**src/inc/wcd_pkg.sv**
```systemverilog
/*
 * Constants and types shared by the wiper command decoder.
 * Assumes one 20 MHz system clock; the serial pins are asynchronous to it.
 */
package wcd_pkg;

    // Frame layout
    localparam int          FRAME_BITS = 24;
    localparam logic [4:0]  FRAME_LAST = 5'h17;     // Index of the final bit of a frame
    localparam int          CMD_MSB    = 23;
    localparam int          CMD_LSB    = 20;
    localparam int          ADDR_MSB   = 19;
    localparam int          ADDR_LSB   = 16;
    localparam int          DATA_MSB   = 15;
    localparam int          WIPER_W    = 10;
    localparam int          DATA_W     = 16;
    localparam int          NV_WORDS   = 16;

    // Command codes
    localparam logic [3:0]  CMD_NOP       = 4'h0;
    localparam logic [3:0]  CMD_RESTORE   = 4'h1;
    localparam logic [3:0]  CMD_STORE     = 4'h2;
    localparam logic [3:0]  CMD_USER_WR   = 4'h3;
    localparam logic [3:0]  CMD_DN6_ADDR  = 4'h4;
    localparam logic [3:0]  CMD_DN6_ANY   = 4'h5;
    localparam logic [3:0]  CMD_DEC_ADDR  = 4'h6;
    localparam logic [3:0]  CMD_DEC_ANY   = 4'h7;
    localparam logic [3:0]  CMD_RESET     = 4'h8;
    localparam logic [3:0]  CMD_RD_NV     = 4'h9;
    localparam logic [3:0]  CMD_RD_WIPER  = 4'hA;
    localparam logic [3:0]  CMD_WR_WIPER  = 4'hB;
    localparam logic [3:0]  CMD_UP6_ADDR  = 4'hC;
    localparam logic [3:0]  CMD_UP6_ANY   = 4'hD;
    localparam logic [3:0]  CMD_INC_ADDR  = 4'hE;
    localparam logic [3:0]  CMD_INC_ANY   = 4'hF;

    // Addresses and wiper values
    localparam logic [3:0]  ADDR_WIPER = 4'h0;      // Nonvolatile word holding the wiper
    localparam logic [9:0]  WIPER_ZERO = 10'h000;
    localparam logic [9:0]  WIPER_ONE  = 10'h001;
    localparam logic [9:0]  WIPER_MID  = 10'h200;
    localparam logic [9:0]  WIPER_FULL = 10'h3FF;
    localparam logic [5:0]  PAD_ZERO   = 6'h00;

    // Power-up contents of the nonvolatile store
    localparam logic [15:0] NV_WORD0_INIT = 16'h0200;
    localparam logic [15:0] NV_USER_INIT  = 16'h0000;

    // Pin synchroniser reset: {preset_n, wp_n, cs_n, sdi, sclk}
    localparam logic [4:0]  PIN_RST = 5'h1C;

    // Decoder states
    typedef enum logic [2:0] {
        ST_REFRESH = 3'b001,
        ST_IDLE    = 3'b010,
        ST_FRAME   = 3'b100
    } wcd_state_t;

endpackage : wcd_pkg

```
**src/hw/wcd_decoder.sv**
```systemverilog
/*
 * Serial command decoder for a 10-bit wiper and a 16-word nonvolatile store.
 * Assumes the serial clock is far slower than I_CLK (edges found by sampling),
 * and that the host drives 24-bit frames, MSB first, framed by chip select.
 */
// Function
// [RQ1] Code 0 does nothing, leaves read power
// [RQ2] Code 1 restores wiper, enters read power
// [RQ3] Code 2 stores wiper into word 0
// [RQ4] Code 3 writes 16 data bits to word
// [RQ5] Word 0 keeps only low ten bits; code 3 stores all 16 data bits there, the wiper reads the low ten
// [RQ6] Codes 4,5 halve the wiper
// [RQ7] Codes 6,7 step the wiper down
// [RQ8] Code 8 reloads wiper from word 0
// [RQ9] Code 9 queues stored word for readback
// [RQ10] Code 10 queues wiper for readback
// [RQ11] Code 11 loads wiper from data bits
// [RQ12] Codes 12,13 double the wiper
// [RQ13] Codes 14,15 step the wiper up
// [RQ14] Serial output echoes input delayed 24 bits
// [RQ15] Readback data replaces echoed data bytes
// [RQ16] Host sends full frame after readback
// [RQ17] Wiper loads from word 0 at power-on
// [RQ18] Commands execute only on chip select rise
// [RQ19] Step commands ignore the data bytes
// [RQ20] Frame: command, address, data, MSB first
// [RQ21] Doubling saturates; zero becomes one
// [RQ22] Write protect freezes wiper except restores
// [RQ23] Single steps saturate at both ends
module wcd_decoder (
    // System clock and power-on reset
    input  wire logic       I_CLK,
    input  wire logic       I_SYS_RST,
    // Serial link pins
    input  wire logic       I_SCLK,
    input  wire logic       I_CS_N,
    input  wire logic       I_SDI,
    // Protection and preset pins
    input  wire logic       I_WP_N,
    input  wire logic       I_PRESET_STROBE_N,
    // Open-drain serial output
    output logic            O_SDO,
    output logic            O_SDO_OE,
    // Wiper and power state
    output logic [9:0]      O_WIPER,
    output logic            O_READ_PWR
);

    logic [4:0]               pins_s;       // Synchronised pins
    logic                     sclk_s;       // Synchronised serial clock
    logic                     sdi_s;        // Synchronised serial data
    logic                     cs_n_s;       // Synchronised chip select
    logic                     wp_n_s;       // Synchronised write protect
    logic                     pr_n_s;       // Synchronised preset strobe
    logic                     sclk_d_q;     // Serial clock one cycle back
    logic                     sclk_rise;    // Sampling edge
    logic                     sclk_fall;    // Output edge
    wcd_pkg::wcd_state_t      state_q;      // Decoder state
    wcd_pkg::wcd_state_t      state_d;
    logic [23:0]              sr_q;         // Serial shift register
    logic [4:0]               cnt_q;        // Bit count modulo one frame
    logic                     got_q;        // Any bit seen this frame
    logic [23:0]              last_q;       // Last executed frame
    logic                     have_last_q;  // A frame has executed since reset
    logic [23:0]              word;         // Frame to execute
    logic [3:0]               cmd;
    logic [3:0]               addr;
    logic [15:0]              data;
    logic                     addr0;        // Address field is zero
    logic                     cs_rise;      // End of frame
    logic                     exec;         // Execute strobe
    logic                     step_ok;      // Step command allowed
    logic [9:0]               wiper_q;
    logic [9:0]               wiper_d;
    // Nonvolatile store; the power-up image stands in for retained contents, never reset
    logic [15:0]              nv_q [wcd_pkg::NV_WORDS] = '{
        wcd_pkg::ADDR_WIPER: wcd_pkg::NV_WORD0_INIT,
        default:             wcd_pkg::NV_USER_INIT
    };
    logic [9:0]               nv0_wiper;    // Wiper part of word 0
    logic                     read_pwr_q;
    logic                     sdo_q;
    logic                     sdo_oe_q;

    // All pins cross into the system clock before any use
    wcd_sync #(
        .W       (5),
        .RST_VAL (wcd_pkg::PIN_RST)
    ) u_sync (
        .i_clk (I_CLK),
        .i_rst (I_SYS_RST),
        .i_d   ({I_PRESET_STROBE_N, I_WP_N, I_CS_N, I_SDI, I_SCLK}),
        .o_q   (pins_s)
    );

    assign sclk_s = pins_s[0];
    assign sdi_s  = pins_s[1];
    assign cs_n_s = pins_s[2];
    assign wp_n_s = pins_s[3];
    assign pr_n_s = pins_s[4];

    // Edge detection on the synchronised serial clock
    always_ff @(posedge I_CLK) begin
        if (I_SYS_RST) begin
            sclk_d_q <= 1'b0;
        end else begin
            sclk_d_q <= sclk_s;
        end
    end

    assign sclk_rise = sclk_s & ~sclk_d_q;
    assign sclk_fall = ~sclk_s & sclk_d_q;

    // State sequencing; refresh runs once after reset
    always_comb begin
        state_d = state_q;
        unique case (state_q)
            wcd_pkg::ST_REFRESH: state_d = wcd_pkg::ST_IDLE;
            wcd_pkg::ST_IDLE:    if (!cs_n_s) state_d = wcd_pkg::ST_FRAME;
            wcd_pkg::ST_FRAME:   if (cs_n_s) state_d = wcd_pkg::ST_IDLE;
        endcase
    end

    always_ff @(posedge I_CLK) begin
        if (I_SYS_RST) begin
            state_q <= wcd_pkg::ST_REFRESH;
        end else begin
            state_q <= state_d;
        end
    end

    // A pulse of chip select with no bits repeats the previous frame
    assign cs_rise = (state_q == wcd_pkg::ST_FRAME) && cs_n_s;
    assign exec    = cs_rise && (got_q ? (cnt_q == '0) : have_last_q);  // RQ18
    assign word    = got_q ? sr_q : last_q;
    assign cmd     = word[wcd_pkg::CMD_MSB:wcd_pkg::CMD_LSB];      // RQ20
    assign addr    = word[wcd_pkg::ADDR_MSB:wcd_pkg::ADDR_LSB];    // RQ20
    assign data    = word[wcd_pkg::DATA_MSB:0];                    // RQ20
    assign addr0   = (addr == wcd_pkg::ADDR_WIPER);
    // Odd step codes skip the address check; data bytes never matter
    assign step_ok = wp_n_s && (addr0 || cmd[0]);                  // RQ19
    assign nv0_wiper = nv_q[wcd_pkg::ADDR_WIPER][wcd_pkg::WIPER_W-1:0];  // RQ5

    // Shift in on the rising edge; readback overwrites the data bytes
    always_ff @(posedge I_CLK) begin
        if (I_SYS_RST) begin
            sr_q  <= '0;
            cnt_q <= '0;
            got_q <= 1'b0;
        end else if (state_q == wcd_pkg::ST_IDLE && !cs_n_s) begin
            // Partial counts never carry into a new frame
            cnt_q <= '0;
            got_q <= 1'b0;
        end else if (state_q == wcd_pkg::ST_FRAME && !cs_n_s && sclk_rise) begin
            sr_q  <= {sr_q[wcd_pkg::FRAME_BITS-2:0], sdi_s};        // RQ14
            cnt_q <= (cnt_q == wcd_pkg::FRAME_LAST) ? 5'h00 : cnt_q + 5'h01;
            got_q <= 1'b1;
        end else if (exec && cmd == wcd_pkg::CMD_RD_NV) begin
            sr_q[wcd_pkg::DATA_MSB:0] <= nv_q[addr];                // RQ9 RQ15
        end else if (exec && cmd == wcd_pkg::CMD_RD_WIPER && addr0) begin
            sr_q[wcd_pkg::DATA_MSB:0] <= {wcd_pkg::PAD_ZERO, wiper_q};  // RQ10 RQ15
        end
    end

    // Remember the executed frame for the chip-select repeat
    always_ff @(posedge I_CLK) begin
        if (I_SYS_RST) begin
            last_q      <= '0;
            have_last_q <= 1'b0;
        end else if (exec) begin
            last_q      <= word;
            have_last_q <= 1'b1;
        end
    end

    // Doubling with the documented corner cases
    function automatic logic [9:0] up6(input logic [9:0] w);
        logic [9:0] r;
        r = {w[wcd_pkg::WIPER_W-2:0], 1'b0};
        if (w == wcd_pkg::WIPER_ZERO) r = wcd_pkg::WIPER_ONE;       // RQ21
        else if (w >= wcd_pkg::WIPER_MID) r = wcd_pkg::WIPER_FULL;  // RQ21
        return r;
    endfunction : up6

    // Next wiper value for the frame being executed
    always_comb begin
        wiper_d = wiper_q;
        unique case (cmd)
            wcd_pkg::CMD_RESTORE: begin
                // Restores pass even under write protect
                if (addr0) wiper_d = nv0_wiper;                     // RQ2 RQ22
            end
            wcd_pkg::CMD_RESET: begin
                wiper_d = nv0_wiper;                                // RQ8 RQ22
            end
            wcd_pkg::CMD_DN6_ADDR, wcd_pkg::CMD_DN6_ANY: begin
                if (step_ok) wiper_d = {1'b0, wiper_q[wcd_pkg::WIPER_W-1:1]};  // RQ6 RQ19
            end
            wcd_pkg::CMD_DEC_ADDR, wcd_pkg::CMD_DEC_ANY: begin
                // Holds at zero rather than wrapping
                if (step_ok && wiper_q != wcd_pkg::WIPER_ZERO) begin
                    wiper_d = wiper_q - wcd_pkg::WIPER_ONE;         // RQ7 RQ23
                end
            end
            wcd_pkg::CMD_UP6_ADDR, wcd_pkg::CMD_UP6_ANY: begin
                if (step_ok) wiper_d = up6(wiper_q);                // RQ12
            end
            wcd_pkg::CMD_INC_ADDR, wcd_pkg::CMD_INC_ANY: begin
                // Holds at full scale rather than wrapping
                if (step_ok && wiper_q != wcd_pkg::WIPER_FULL) begin
                    wiper_d = wiper_q + wcd_pkg::WIPER_ONE;         // RQ13 RQ23
                end
            end
            wcd_pkg::CMD_WR_WIPER: begin
                if (addr0 && wp_n_s) wiper_d = data[wcd_pkg::WIPER_W-1:0];  // RQ11 RQ22
            end
            default: begin
                // No-op, stores and reads leave the wiper alone
                wiper_d = wiper_q;                                  // RQ1
            end
        endcase
    end

    // Wiper register: refresh and preset beat any frame
    always_ff @(posedge I_CLK) begin
        if (I_SYS_RST) begin
            wiper_q <= wcd_pkg::WIPER_ZERO;
        end else if (state_q == wcd_pkg::ST_REFRESH || !pr_n_s) begin
            wiper_q <= nv0_wiper;                                   // RQ17 RQ22
        end else if (exec) begin
            wiper_q <= wiper_d;                                     // RQ18
        end
    end

    // Store writes; protect also guards the store, as a hardware lock
    always_ff @(posedge I_CLK) begin
        if (exec && wp_n_s) begin
            if (cmd == wcd_pkg::CMD_STORE && addr0) begin
                nv_q[wcd_pkg::ADDR_WIPER] <= {wcd_pkg::PAD_ZERO, wiper_q};  // RQ3
            end else if (cmd == wcd_pkg::CMD_USER_WR) begin
                nv_q[addr] <= data;                                 // RQ4 RQ5
            end
        end
    end

    // Read power state: entered by restore, left by no-op
    always_ff @(posedge I_CLK) begin
        if (I_SYS_RST) begin
            read_pwr_q <= 1'b0;
        end else if (exec && cmd == wcd_pkg::CMD_NOP) begin
            read_pwr_q <= 1'b0;                                     // RQ1
        end else if (exec && cmd == wcd_pkg::CMD_RESTORE && addr0) begin
            read_pwr_q <= 1'b1;                                     // RQ2
        end
    end

    // Serial output loads at select, then changes on each falling edge; pulls low only in a frame
    always_ff @(posedge I_CLK) begin
        if (I_SYS_RST) begin
            sdo_q    <= 1'b1;
            sdo_oe_q <= 1'b0;
        end else if (cs_n_s) begin
            sdo_oe_q <= 1'b0;
        end else if (state_q == wcd_pkg::ST_IDLE || sclk_fall) begin
            sdo_q    <= sr_q[wcd_pkg::FRAME_BITS-1];                // RQ14
            sdo_oe_q <= ~sr_q[wcd_pkg::FRAME_BITS-1];
        end
    end

    assign O_SDO      = sdo_q;
    assign O_SDO_OE   = sdo_oe_q;
    assign O_WIPER    = wiper_q;
    assign O_READ_PWR = read_pwr_q;
endmodule : wcd_decoder

```
**src/hw/wcd_sync.sv**
```systemverilog
/*
 * Two-flop synchroniser for a group of asynchronous pins.
 * Assumes the pins are quasi-static relative to the sampling clock.
 */
module wcd_sync #(
    parameter int         W       = 1,
    parameter logic [W-1:0] RST_VAL = '0
) (
    // Clock and reset
    input  wire logic         i_clk,
    input  wire logic         i_rst,
    // Pins in, synchronised levels out
    input  wire logic [W-1:0] i_d,
    output logic      [W-1:0] o_q
);

    logic [W-1:0] meta_q;    // First stage, read only by the second

    // Two stages; the first never feeds any logic directly
    always_ff @(posedge i_clk) begin
        if (i_rst) begin
            meta_q <= RST_VAL;
            o_q    <= RST_VAL;
        end else begin
            meta_q <= i_d;
            o_q    <= meta_q;
        end
    end

endmodule : wcd_sync

```
**config.mk**
```make
export PLATFORM = sky130hd
export DESIGN_NAME = wcd_decoder
export DESIGN_NICKNAME = d
export VERILOG_FILES = /design/src/inc/wcd_pkg.sv /design/src/hw/wcd_decoder.sv /design/src/hw/wcd_sync.sv
export SDC_FILE = /design/constraint.sdc
export NUM_CORES = 1
export LEC_CHECK = 0
export BUFFER_PORTS_ARGS = -buffer_cell sky130_fd_sc_hd__clkbuf_2
export CORE_MARGIN = 4
export CORE_UTILIZATION = 50
export DETAILED_ROUTE_END_ITERATION = 8
export GPL_ROUTABILITY_DRIVEN = 0
export GPL_TIMING_DRIVEN = 0
export PLACE_DENSITY_LB_ADDON = 0.05
export SYNTH_ARGS = -nofsm -noshare
export SYNTH_HDL_FRONTEND = slang
export SYNTH_SLANG_ARGS = --single-unit
```
**constraint.sdc**
```tcl
create_clock -name I_CLK -period 3.6 [get_ports I_CLK]
set_clock_uncertainty 0.05 [all_clocks]
set_input_delay 0 -clock I_CLK [delete_from_list [all_inputs] [get_ports I_CLK]]
set_output_delay 0 -clock I_CLK [all_outputs]
set_load 0.05 [all_outputs]
```
== Word level (Yosys, flattened, before mapping) ==
Memory sizes are Yosys's and may differ from the RTL's.
Cells that the tools add are included.

* Equality and inequality tests: 28
* Reduce and logical (&&, ||, !) cells: 43
* Mux-type cells: 30
* Add/subtract/negate cells: 3
* Bitwise logic cells: 7
* $lt $le $gt $ge: 1

{| class="wikitable"
|+ Operators by type and width
! kind !! number
|-
| 2-to-1 mux 10 bit || 10
|-
| case mux 10 bit (7 select lines) || 1
|-
| 2-to-1 mux 16 bit || 4
|-
| == test 4 bit (second input constant) || 8
|-
| 2-to-1 mux 24 bit || 1
|-
| inequality test 3 bit (second input constant) || 6
|-
| logical AND 1 bit || 17
|-
| == test 4 x 3 -> 1 bit (second input constant) || 4
|-
| OR reduction 16 bit || 1
|-
| OR reduction 2 bit || 7
|-
| adder 10 x 1 -> 10 bit (second input constant) || 1
|-
| greater-or-equal comparator 10 bit (second input constant) || 1
|-
| logical NOT 10 bit || 1
|-
| inequality test 10 bit (second input constant) || 1
|-
| nonzero test 10 bit || 1
|-
| subtractor 10 x 1 -> 10 bit (second input constant) || 1
|-
| 2-to-1 mux 1 bit || 9
|-
| case mux 3 bit (3 select lines) || 1
|-
| == test 4 x 2 -> 1 bit (second input constant) || 2
|-
| logical NOT 4 bit || 2
|-
| AND reduction 2 bit || 4
|-
| AND reduction 8 bit || 1
|-
| nonzero test 8 bit || 1
|-
| 2-to-1 mux 3 bit || 2
|-
| other kinds (17) || 25
|}

* Bits in writable memories: 256
* Memories kept: 1
* Flip-flop bits (word level): 82
* Logic and storage cells: 127

{| class="wikitable"
|+ Memory list
! name !! words !! bits a word !! rd ports !! clocked after Yosys merged registers in !! write ports !! RTL line !! text
|-
| nv_q || 16 || 16 || 2 || 0 || 1 || wcd_decoder.sv:76 || <nowiki>logic [15:0] nv_q [wcd_pkg::NV_WORDS] = '{</nowiki>
|}

== Depth between registers and ports, before layout ==
Gate-level depths: netlist of the first run.

* Word-level depth: 9
* Gate-level depth with buffers: 13
* Mapped depth without buffers: 11

== Cells and area by module ==
Synthesis of the first run repeated with hierarchy kept, for this count alone.

* Cell total of the unflattened synthesis: 1606
* Area, all modules: 16423.3 µm²

{| class="wikitable"
|+ By module, submodules not included
! module !! instances !! sequential area each (µm²) !! cells an instance !! area an instance (µm²)
|-
| wcd_decoder || 1 || 9128.8 || 1586 || 16160.5
|-
| wcd_sync || 1 || 200.2 || 20 || 262.8
|}

== Least setup slack after synthesis of the first run ==
OpenSTA, ideal clock, no wires.

* Kind: reg-to-reg
* Start point: reg cnt_q[0]
* End point: mem nv_q[7][0], enable pin
* Setup slack: -209 ps
* Cell stages (with the launch flop): 10
* Data required time: 3141 ps
* Arrival: 3350 ps
* Buffers on the path: 1
* Cells stage by stage: dfxtp_1 -> inv_1 -> ha_1 -> or4b_4 -> a2111oi_4 -> nand4b_1 -> nor2_1 -> buf_2 -> nand2_1 -> nor3_1

* Longest elaborated chain between the ends: 8
* Elaborated cells between the ends (all ways): 11
* Those cells by class: mux (7); reduce/logical (4)

{| class="wikitable"
|+ RTL lines
! what !! RTL line !! text
|-
| start: declaration || wcd_decoder.sv:61 || <nowiki>logic [4:0] cnt_q;</nowiki>
|-
| start signal: assignment || wcd_decoder.sv:156 || <nowiki>cnt_q <= (cnt_q == wcd_pkg::FRAME_LAST) ? 5'h00 : cnt_q + 5'h01;</nowiki>
|-
| logical NOT 5 bit * || wcd_decoder.sv:134 || <nowiki>assign exec = cs_rise && (got_q ? (cnt_q == '0) : have_last_q);</nowiki>
|-
| 2-to-1 mux 1 bit * || wcd_decoder.sv:134 ||
|-
| logical AND 1 bit * || wcd_decoder.sv:134 ||
|-
| logical AND 1 bit * || wcd_decoder.sv:237 || <nowiki>if (exec && wp_n_s) begin</nowiki>
|-
| 2-to-1 mux 1 bit || wcd_decoder.sv:237 ||
|-
| 2-to-1 mux 1 bit (implied by the code) || wcd_decoder.sv:241 || <nowiki>nv_q[addr] <= data;</nowiki>
|-
| OR reduction 16 bit (no line) || - ||
|-
| 2-to-1 mux 4 bit (no line) / 2-to-1 mux 1 bit (equally long branches) || - ||
|-
| end: declaration || wcd_decoder.sv:76 ||
|}

Mark *: on every way between the ends. The rest lies on a longest branch, timed or not.

== Worst setup path in the final report of the first run ==
* Start point: reg got_q
* End point: reg wiper_q[9], in the netlist O_WIPER[9]

* Longest elaborated chain between the ends: 7
* Elaborated cells between the ends (all ways): 37
* Those cells by class: eq/ne (17); mux (6); reduce/logical (14)

{| class="wikitable"
|+ RTL lines
! what !! RTL line !! text
|-
| start: declaration || wcd_decoder.sv:62 || <nowiki>logic got_q;</nowiki>
|-
| start signal: assignment || wcd_decoder.sv:149 || <nowiki>got_q <= 1'b0;</nowiki>
|-
| start signal: assignment || wcd_decoder.sv:153 || <nowiki>got_q <= 1'b0;</nowiki>
|-
| start signal: assignment || wcd_decoder.sv:157 || <nowiki>got_q <= 1'b1;</nowiki>
|-
| branches (longest 7 deep; another with 2-to-1 mux 24 bit) || - ||
|-
| end signal: assignment || wcd_decoder.sv:227 || <nowiki>wiper_q <= wcd_pkg::WIPER_ZERO;</nowiki>
|-
| end signal: assignment || wcd_decoder.sv:229 || <nowiki>wiper_q <= nv0_wiper;</nowiki>
|-
| end signal: assignment || wcd_decoder.sv:231 || <nowiki>wiper_q <= wiper_d;</nowiki>
|-
| end: declaration || wcd_decoder.sv:73 || <nowiki>logic [9:0] wiper_q;</nowiki>
|}

Parallel ways; which one is timed is not known. The select of a mux whose other input is x is not followed.
A chain may end at the register's enable or synchronous reset.

==> flow_summary.json, run 1 <==
{
  "outcome": "finished clean",
  "wl_per_cell_um": 22.9,
  "worstPathCellList": "buf_2 -> buf_2 -> and3b_1 -> nor2_4 -> nor2_1 -> inv_1 -> ha_1 -> a21oi_1 -> o221ai_1 -> a221oi_1 -> xnor2_1 -> a21oi_1 -> o32ai_1",
  "postRouteAntennaNets": 0,
  "worstPathRequired_ns": 3.98,
  "cts.path.max_buffers": 3,
  "async_reset_ff_share_pct": 0,
  "dr.pass1.iters": 8,
  "clkTransAtPathRegs_ns": 0.06,
  "final.min_clock_period_ns": 3.53,
  "start_util_pct": 51.0,
  "layout-drive-gt1-share_pct": 17.8,
  "cp-start-kind": "flop",
  "finalHoldViolCount": 0,
  "hold_class": "in2reg",
  "max_cap_violations": 0,
  "critical_path_class": "reg2reg",
  "synth_common_cells": "edfxtp_1 (256), mux2i_1 (147), nor2_1 (100)",
  "p_sw_w": 0.00164,
  "clock_latency_ns": 0.52,
  "p_clk_share_pct": 45.8,
  "finalSetupViolCount": 0,
  "irDropWorstVdd_v": 0.000351,
  "overflow": 0,
  "synth_fp_nets": 1140,
  "die_area_um2": 32400,
  "port-buffer-count": 19,
  "setup_ws_ns": 0.0741,
  "place_hpwl_um": 25500,
  "ys_seq_area_share_pct": 63.2,
  "syn_inst": 1122,
  "routed_wl_um": 37200,
  "synth_most_common_cell": "edfxtp_1",
  "finish.instance_area_um2": 17300,
  "drt_iter0_markers": 650,
  "critPathSlowestCell": "a221oi_1",
  "antenna_found_initial": 0,
  "drc": 0,
  "p_int_w": 0.00648,
  "cp_max_fo": 10,
  "grt_pass1_wl_um": 57800,
  "synth.top_cell.area_share_pct": 52.1,
  "worstPathArrival_ns": 3.90,
  "grt_pass1_vias": 9556,
  "yosysTopAreaCell": "edfxtp_1",
  "htree_levels": 2,
  "fillers": 2270,
  "cts_tree": "done",
  "leakagePower_nw": 6.45,
  "synthTopCellsByArea": "edfxtp_1 (52%), dfxtp_1 (11%), mux2i_1 (10%), nor2_1 (2.5%), mux2_2 (2.4%)",
  "syn_area_um2": 14800,
  "power.density_nw_per_um2": 470,
  "core.rowCount": 62,
  "critPathTopFamily": "compound AO/OA/AOI/OAI gates",
  "dp_cells": 1538,
  "yosysUniqueCellTypes": 66,
  "setup-tns-final_ns": 0,
  "worstSetupEndpointType": "flop",
  "finalCritPeriodShare_pct": 97.9,
  "syn_area_per_cell_um2": 13.2,
  "switching_share_pct": 20.2,
  "cp_num_buf_inv": 3,
  "maxSlewViolCount": 0,
  "place_ws_ns": -1.00,
  "yosys_most_used_dff": "edfxtp_1",
  "final_nets": 1234,
  "instances_no_fill": 1628,
  "cts_made_buffers": 37,
  "yosysWarnings": 0,
  "antennaDiodeCount": 0,
  "die_y_um": 180,
  "tightest_slew_ns": 1.27,
  "grt_max_degree": 18,
  "relSlewSlack_pct": 14.3,
  "pwr-share-comb_pct": 2.4,
  "cts_root_buf": "clkbuf_16",
  "vias": 9664,
  "ys_ff_latch": 338,
  "max_freq_ghz": 0.284,
  "rsz0062_at_grt": "yes",
  "io_pins": 20,
  "grt.total_usage_pct": 22.7,
  "core-area_um2": 28900,
  "die_w_um": 180,
  "seqPwrFrac_pct": 51.7,
  "placed_cell_area_um2": 15600,
  "cts_sinks": 338,
  "slowest_delay_ns": 0.38,
  "synth_edf_count": 256,
  "areaGrowthSynthToFinish_pct": 17.0,
  "via_per_inst": 5.94
}
## power groups by stage
stage               Clock (W)  Combinational [W]  Sequential, W
floorplan                   0           0.000107        0.00430
global placement            0           0.000181        0.00429
detailed placement          0           0.000184        0.00429
CTS                   0.00377           0.000195        0.00420
global route          0.00393           0.000215        0.00420
finish                0.00372           0.000196        0.00420
## state kept, by name, summed over array words and instances, names as in the netlist
name	count
O_READ_PWR	1
O_SDO	1
O_SDO_OE	1
O_WIPER	10
cnt_q	5
got_q	1
have_last_q	1
last_q	24
nv_q	256
sclk_d_q	1
sr_q	24
state_q	3
u_sync.meta_q	5
u_sync.o_q	5
## metrics by stage
stage                     utilization, %  hold slack (ns)  total power [W]
after floorplan                        -           0.0404          0.00440
after global placement              53.1            0.132          0.00447
after detailed placement            54.0            0.139          0.00447
after CTS                           59.2            0.130          0.00817
after global routing                59.7            0.167          0.00835
final                               59.7            0.155          0.00812
## cells in the final DEF, fill, tap and decap left out, types with 6 or more instances in the layout
cell type	n
a211oi_1	23
a21oi_1	48
a21oi_2	8
a222oi_1	8
a22oi_1	7
buf_1	8
buf_12	6
buf_2	18
buf_4	10
buf_8	8
clkbuf_1	33
clkbuf_16	40
clkbuf_2	26
clkinv_1	10
dfxtp_1	82
dlygate4sd3_1	8
edfxtp_1	256
ha_1	10
inv_1	21
mux2_2	32
mux2i_1	145
mux4_2	11
nand2_1	82
nand2b_1	19
nand3_1	14
nor2_1	86
nor2_4	12
nor2b_1	10
o2111ai_1	8
o211ai_1	38
o21ai_0	18
o22ai_1	6
o311a_1	7
o32ai_1	6
or2_2	12
xor2_1	6
## final timing paths
| kind | from | end | slack, ns | cells after the start |
|---|---|---|---|---|
| setup reg to reg | got_q | O_WIPER[9] | 0.07 | 13 |
| hold / removal | I_WP_N | u_sync.meta_q[3] | 0.16 | 3 |
| setup / recovery | got_q | O_WIPER[9] | 0.07 | 13 |
| hold reg to reg | u_sync.meta_q[2] | u_sync.o_q[2] | 0.36 | 1 |
## cells by family (layout without fill, tap and decap cells)
logic type | Yosys count | in the layout | share of synthesized area, %
flops | 338 | 338 | 63.2
buf+inv | 83 | 205 | 2.24
fa+ha+maj | 11 | 11 | 0.983
compound gates | 208 | 208 | 9.91
xor+xnor | 11 | 11 | 0.652
simple gates | 280 | 280 | 8.88
mux | 191 | 191 | 14.2
## what timing repair did
action,CTS,global route
hold buffers,8,0
setup buffers,8,8
hold endpoints to repair,8,0
cloned,0,0
gates resized for setup,34,13
pin swaps,7,5
setup endpoints to repair,510,262
## layout make-up
class / instances / area, um^2 / share of cell area, %
sequential: 338 / 9330 / 54.0
multi-input combinational: 701 / 5360 / 31.0
clock buffer: 49 / 1070 / 6.22
timing repair buffer: 56 / 563 / 3.26
tap: 384 / 480 / 2.78
buffer: 61 / 260 / 1.51
clock inverter: 18 / 135 / 0.782
inverter: 21 / 78.8 / 0.456
## tightest hold or removal path, stage by stage
cell	delay [ns]
dlygate4sd3_1	0.52
clkbuf_2	0.09
or2_2	0.08
## metal layers
metal	GRT usage [%]	vias up	share of wire [%]
li1	-	4494	-
met1	32.2	4815	45
met3	3.09	79	4.9
met2	36.6	276	47
met5	0	-	0
met4	7.22	0	3.3
No activity file was read; power rests on OpenSTA's default activity.
==> inputs of run 2 (changes only) <==
CORE_UTILIZATION = 34   (was 50)
==> run 2 against run 1 <==
Compared with the run above: flip-flop and latch count unchanged; final area rose by 2.8%; clock-buffer cell count up 5; sequential power is essentially flat; critical path type unchanged.
==> flow_summary.json, run 2 (synthesis results as in run 1) <==
{
  "cts.path.max_buffers": 3,
  "dr_wl_met3_um": 1570,
  "irDropWorstVdd_v": 0.000267,
  "hold_class": "in2reg",
  "min_to": "u_sync.meta_q[4]",
  "die_area_um2": 46800,
  "critical_path_class": "reg2reg",
  "finalSetupViolCount": 0,
  "max_freq_ghz": 0.283,
  "cp-start-kind": "flop",
  "cts_root_buf": "clkbuf_16",
  "outcome": "finished clean",
  "reg2reg_to": "nv_q[7][5]",
  "finalHoldViolCount": 0,
  "areaGrowthSynthToFinish_pct": 20.3,
  "p_int_w": 0.00656,
  "core-area_um2": 43000,
  "rsz0062_at_grt": "yes",
  "wl_met2_um": 19800,
  "wl_per_cell_um": 22.8,
  "worstPathRequired_ns": 3.80,
  "final.min_clock_period_ns": 3.54,
  "cts_made_buffers": 39,
  "io_pins": 20,
  "top_register": "nv_q",
  "place_ws_ns": -1.09,
  "final_nets": 1240,
  "mostFrequentLayoutCells": "edfxtp_1 (256), mux2i_1 (145), dfxtp_1 (82), nand2_1 (82), nor2_1 (80)",
  "r2r_setup_slack_ns": 0.06,
  "layout_commonest_cell": "edfxtp_1",
  "setup_ws_ns": 0.0645,
  "relSlewSlack_pct": 14.5,
  "max_cap_violations": 0,
  "p_sw_w": 0.00172,
  "dp_cells": 1742,
  "routed_wl_um": 41900,
  "power.density_nw_per_um2": 466,
  "overflow": 0,
  "htree_levels": 2,
  "cp_max_fo": 10,
  "via_per_inst": 5.22,
  "drt-met1-wl_um": 19500,
  "fin_hold_ws_ns": 0.132,
  "leakagePower_nw": 6.50,
  "core.rowCount": 76,
  "postRouteAntennaNets": 0,
  "clock_latency_ns": 0.55,
  "p_clk_share_pct": 46.8,
  "top_layer": "met4",
  "grt_max_degree": 18,
  "die_y_um": 216,
  "switching_share_pct": 20.8,
  "grt_pass1_wl_um": 63400,
  "fillers": 4072,
  "vias": 9586,
  "cts_sinks": 338,
  "die_w_um": 216,
  "whs_path_depth": 3,
  "seqPwrFrac_pct": 50.8,
  "layout-drive-gt1-share_pct": 18.5,
  "hp-start": "I_PRESET_STROBE_N",
  "worstPathArrival_ns": 3.74,
  "drt_iter0_markers": 761,
  "finalCritPeriodShare_pct": 98.2,
  "place_hpwl_um": 29100,
  "start_util_pct": 34.4,
  "drc": 0,
  "clkTransAtPathRegs_ns": 0.06,
  "largest_register_ffs": 256,
  "pwr-share-comb_pct": 2.4,
  "finish.instance_area_um2": 17800,
  "grt.total_usage_pct": 18.0,
  "top_regs": "nv_q (256), last_q (24), sr_q (24)",
  "antenna_found_initial": 0,
  "tightest_slew_ns": 1.26,
  "dr.pass1.iters": 7,
  "port-buffer-count": 19,
  "instances_no_fill": 1835,
  "r2r_start": "cnt_q[0]",
  "r2r_cells": 10,
  "grt_pass1_vias": 9716,
  "placed_cell_area_um2": 15900,
  "worstSetupEndpointType": "flop",
  "maxSlewViolCount": 0,
  "cts_tree": "done"
}
[run 2: cell types whose count changed in the layout (fill, tap and decap cells not counted), sizes merged]
cell,before,now
clkinvlp,0,2
bufinv,2,3
clkbuf,103,106
clkinv,15,8
clkdlybuf4s15,0,2
diode,0,1
buf,55,59
[run 2: how the worst max path moves through the flow]
stage | from | end | slack [ns] | cells past startpoint
after floorplan | cnt_q[0] | nv_q[6][0] | 0.22 | 9
after global placement | got_q | nv_q[9][15] | -1.63 | 7
after detailed placement | got_q | nv_q[13][4] | -1.09 | 8
after CTS | got_q | sr_q[13] | 0.0003 | 9
after global routing | cnt_q[0] | nv_q[7][9] | -0.06 | 10
final | cnt_q[0] | nv_q[7][5] | 0.06 | 10
[run 2: through the flow]
stage / total power (W) / utilization (%) / setup TNS (ns)
3_5_place_dp: 0.00448 / 37.1 / -330.18
4_1_cts: 0.00840 / 40.8 / 0
3_3_place_gp: 0.00448 / 36.3 / -545.00
5_1_grt: 0.00858 / 41.3 / -1.12
2_1_floorplan: 0.00440 / - / 0
6_report: 0.00828 / 41.3 / 0
[run 2: repair_timing]
action / CTS / global route
buffers inserted: 7 / 10
endpoints found under the hold margin: 13 / 0
setup endpoints to repair: 518 / 255
hold buffers: 8 / 0
pin swaps: 7 / 6
resized for setup: 43 / 16
[run 2: worst max-delay path, stage by stage (launching register included)]
cell and delay [ns]:
dfxtp_1 0.34, inv_1 0.07, ha_1 0.13, or4b_4 0.48, a2111oi_4 0.40, nand4b_1 0.29
nor2_2 0.35, buf_2 0.31, nand2_1 0.29, nor3_4 0.35, buf_8 0.19
[run 2: final cells by class]
| class | instances | area, um^2 | share of cell area [%] |
|---|---|---|---|
| Inverter | 21 | 78.8 | 0.444 |
| Clock buffer | 54 | 1080 | 6.11 |
| Clock inverter | 14 | 148 | 0.831 |
| Timing Repair Buffer | 60 | 706 | 3.97 |
| Buffer | 61 | 275 | 1.55 |
| Tap cell | 585 | 732 | 4.12 |
| Multi-Input combinational cell | 701 | 5410 | 30.4 |
| Sequential cell | 338 | 9330 | 52.5 |
| Antenna cell | 1 | 2.50 | 0.0141 |
[run 2: power by group through the flow]
| stage | clock network, W | logic, W | registers [W] |
|---|---|---|---|
| CTS | 0.00399 | 0.000201 | 0.00420 |
| floorplan | 0 | 0.000107 | 0.00430 |
| global route | 0.00416 | 0.000224 | 0.00420 |
| global placement | 0 | 0.000190 | 0.00429 |
| finish | 0.00388 | 0.000201 | 0.00420 |
| detailed placement | 0 | 0.000191 | 0.00429 |
[run 2: layer usage]
metal	vias to the layer above	track usage, %
li1	4482	-
met1	4836	24.7
met2	201	29.6
met3	67	3.07
met4	0	4.95
met5	-	0
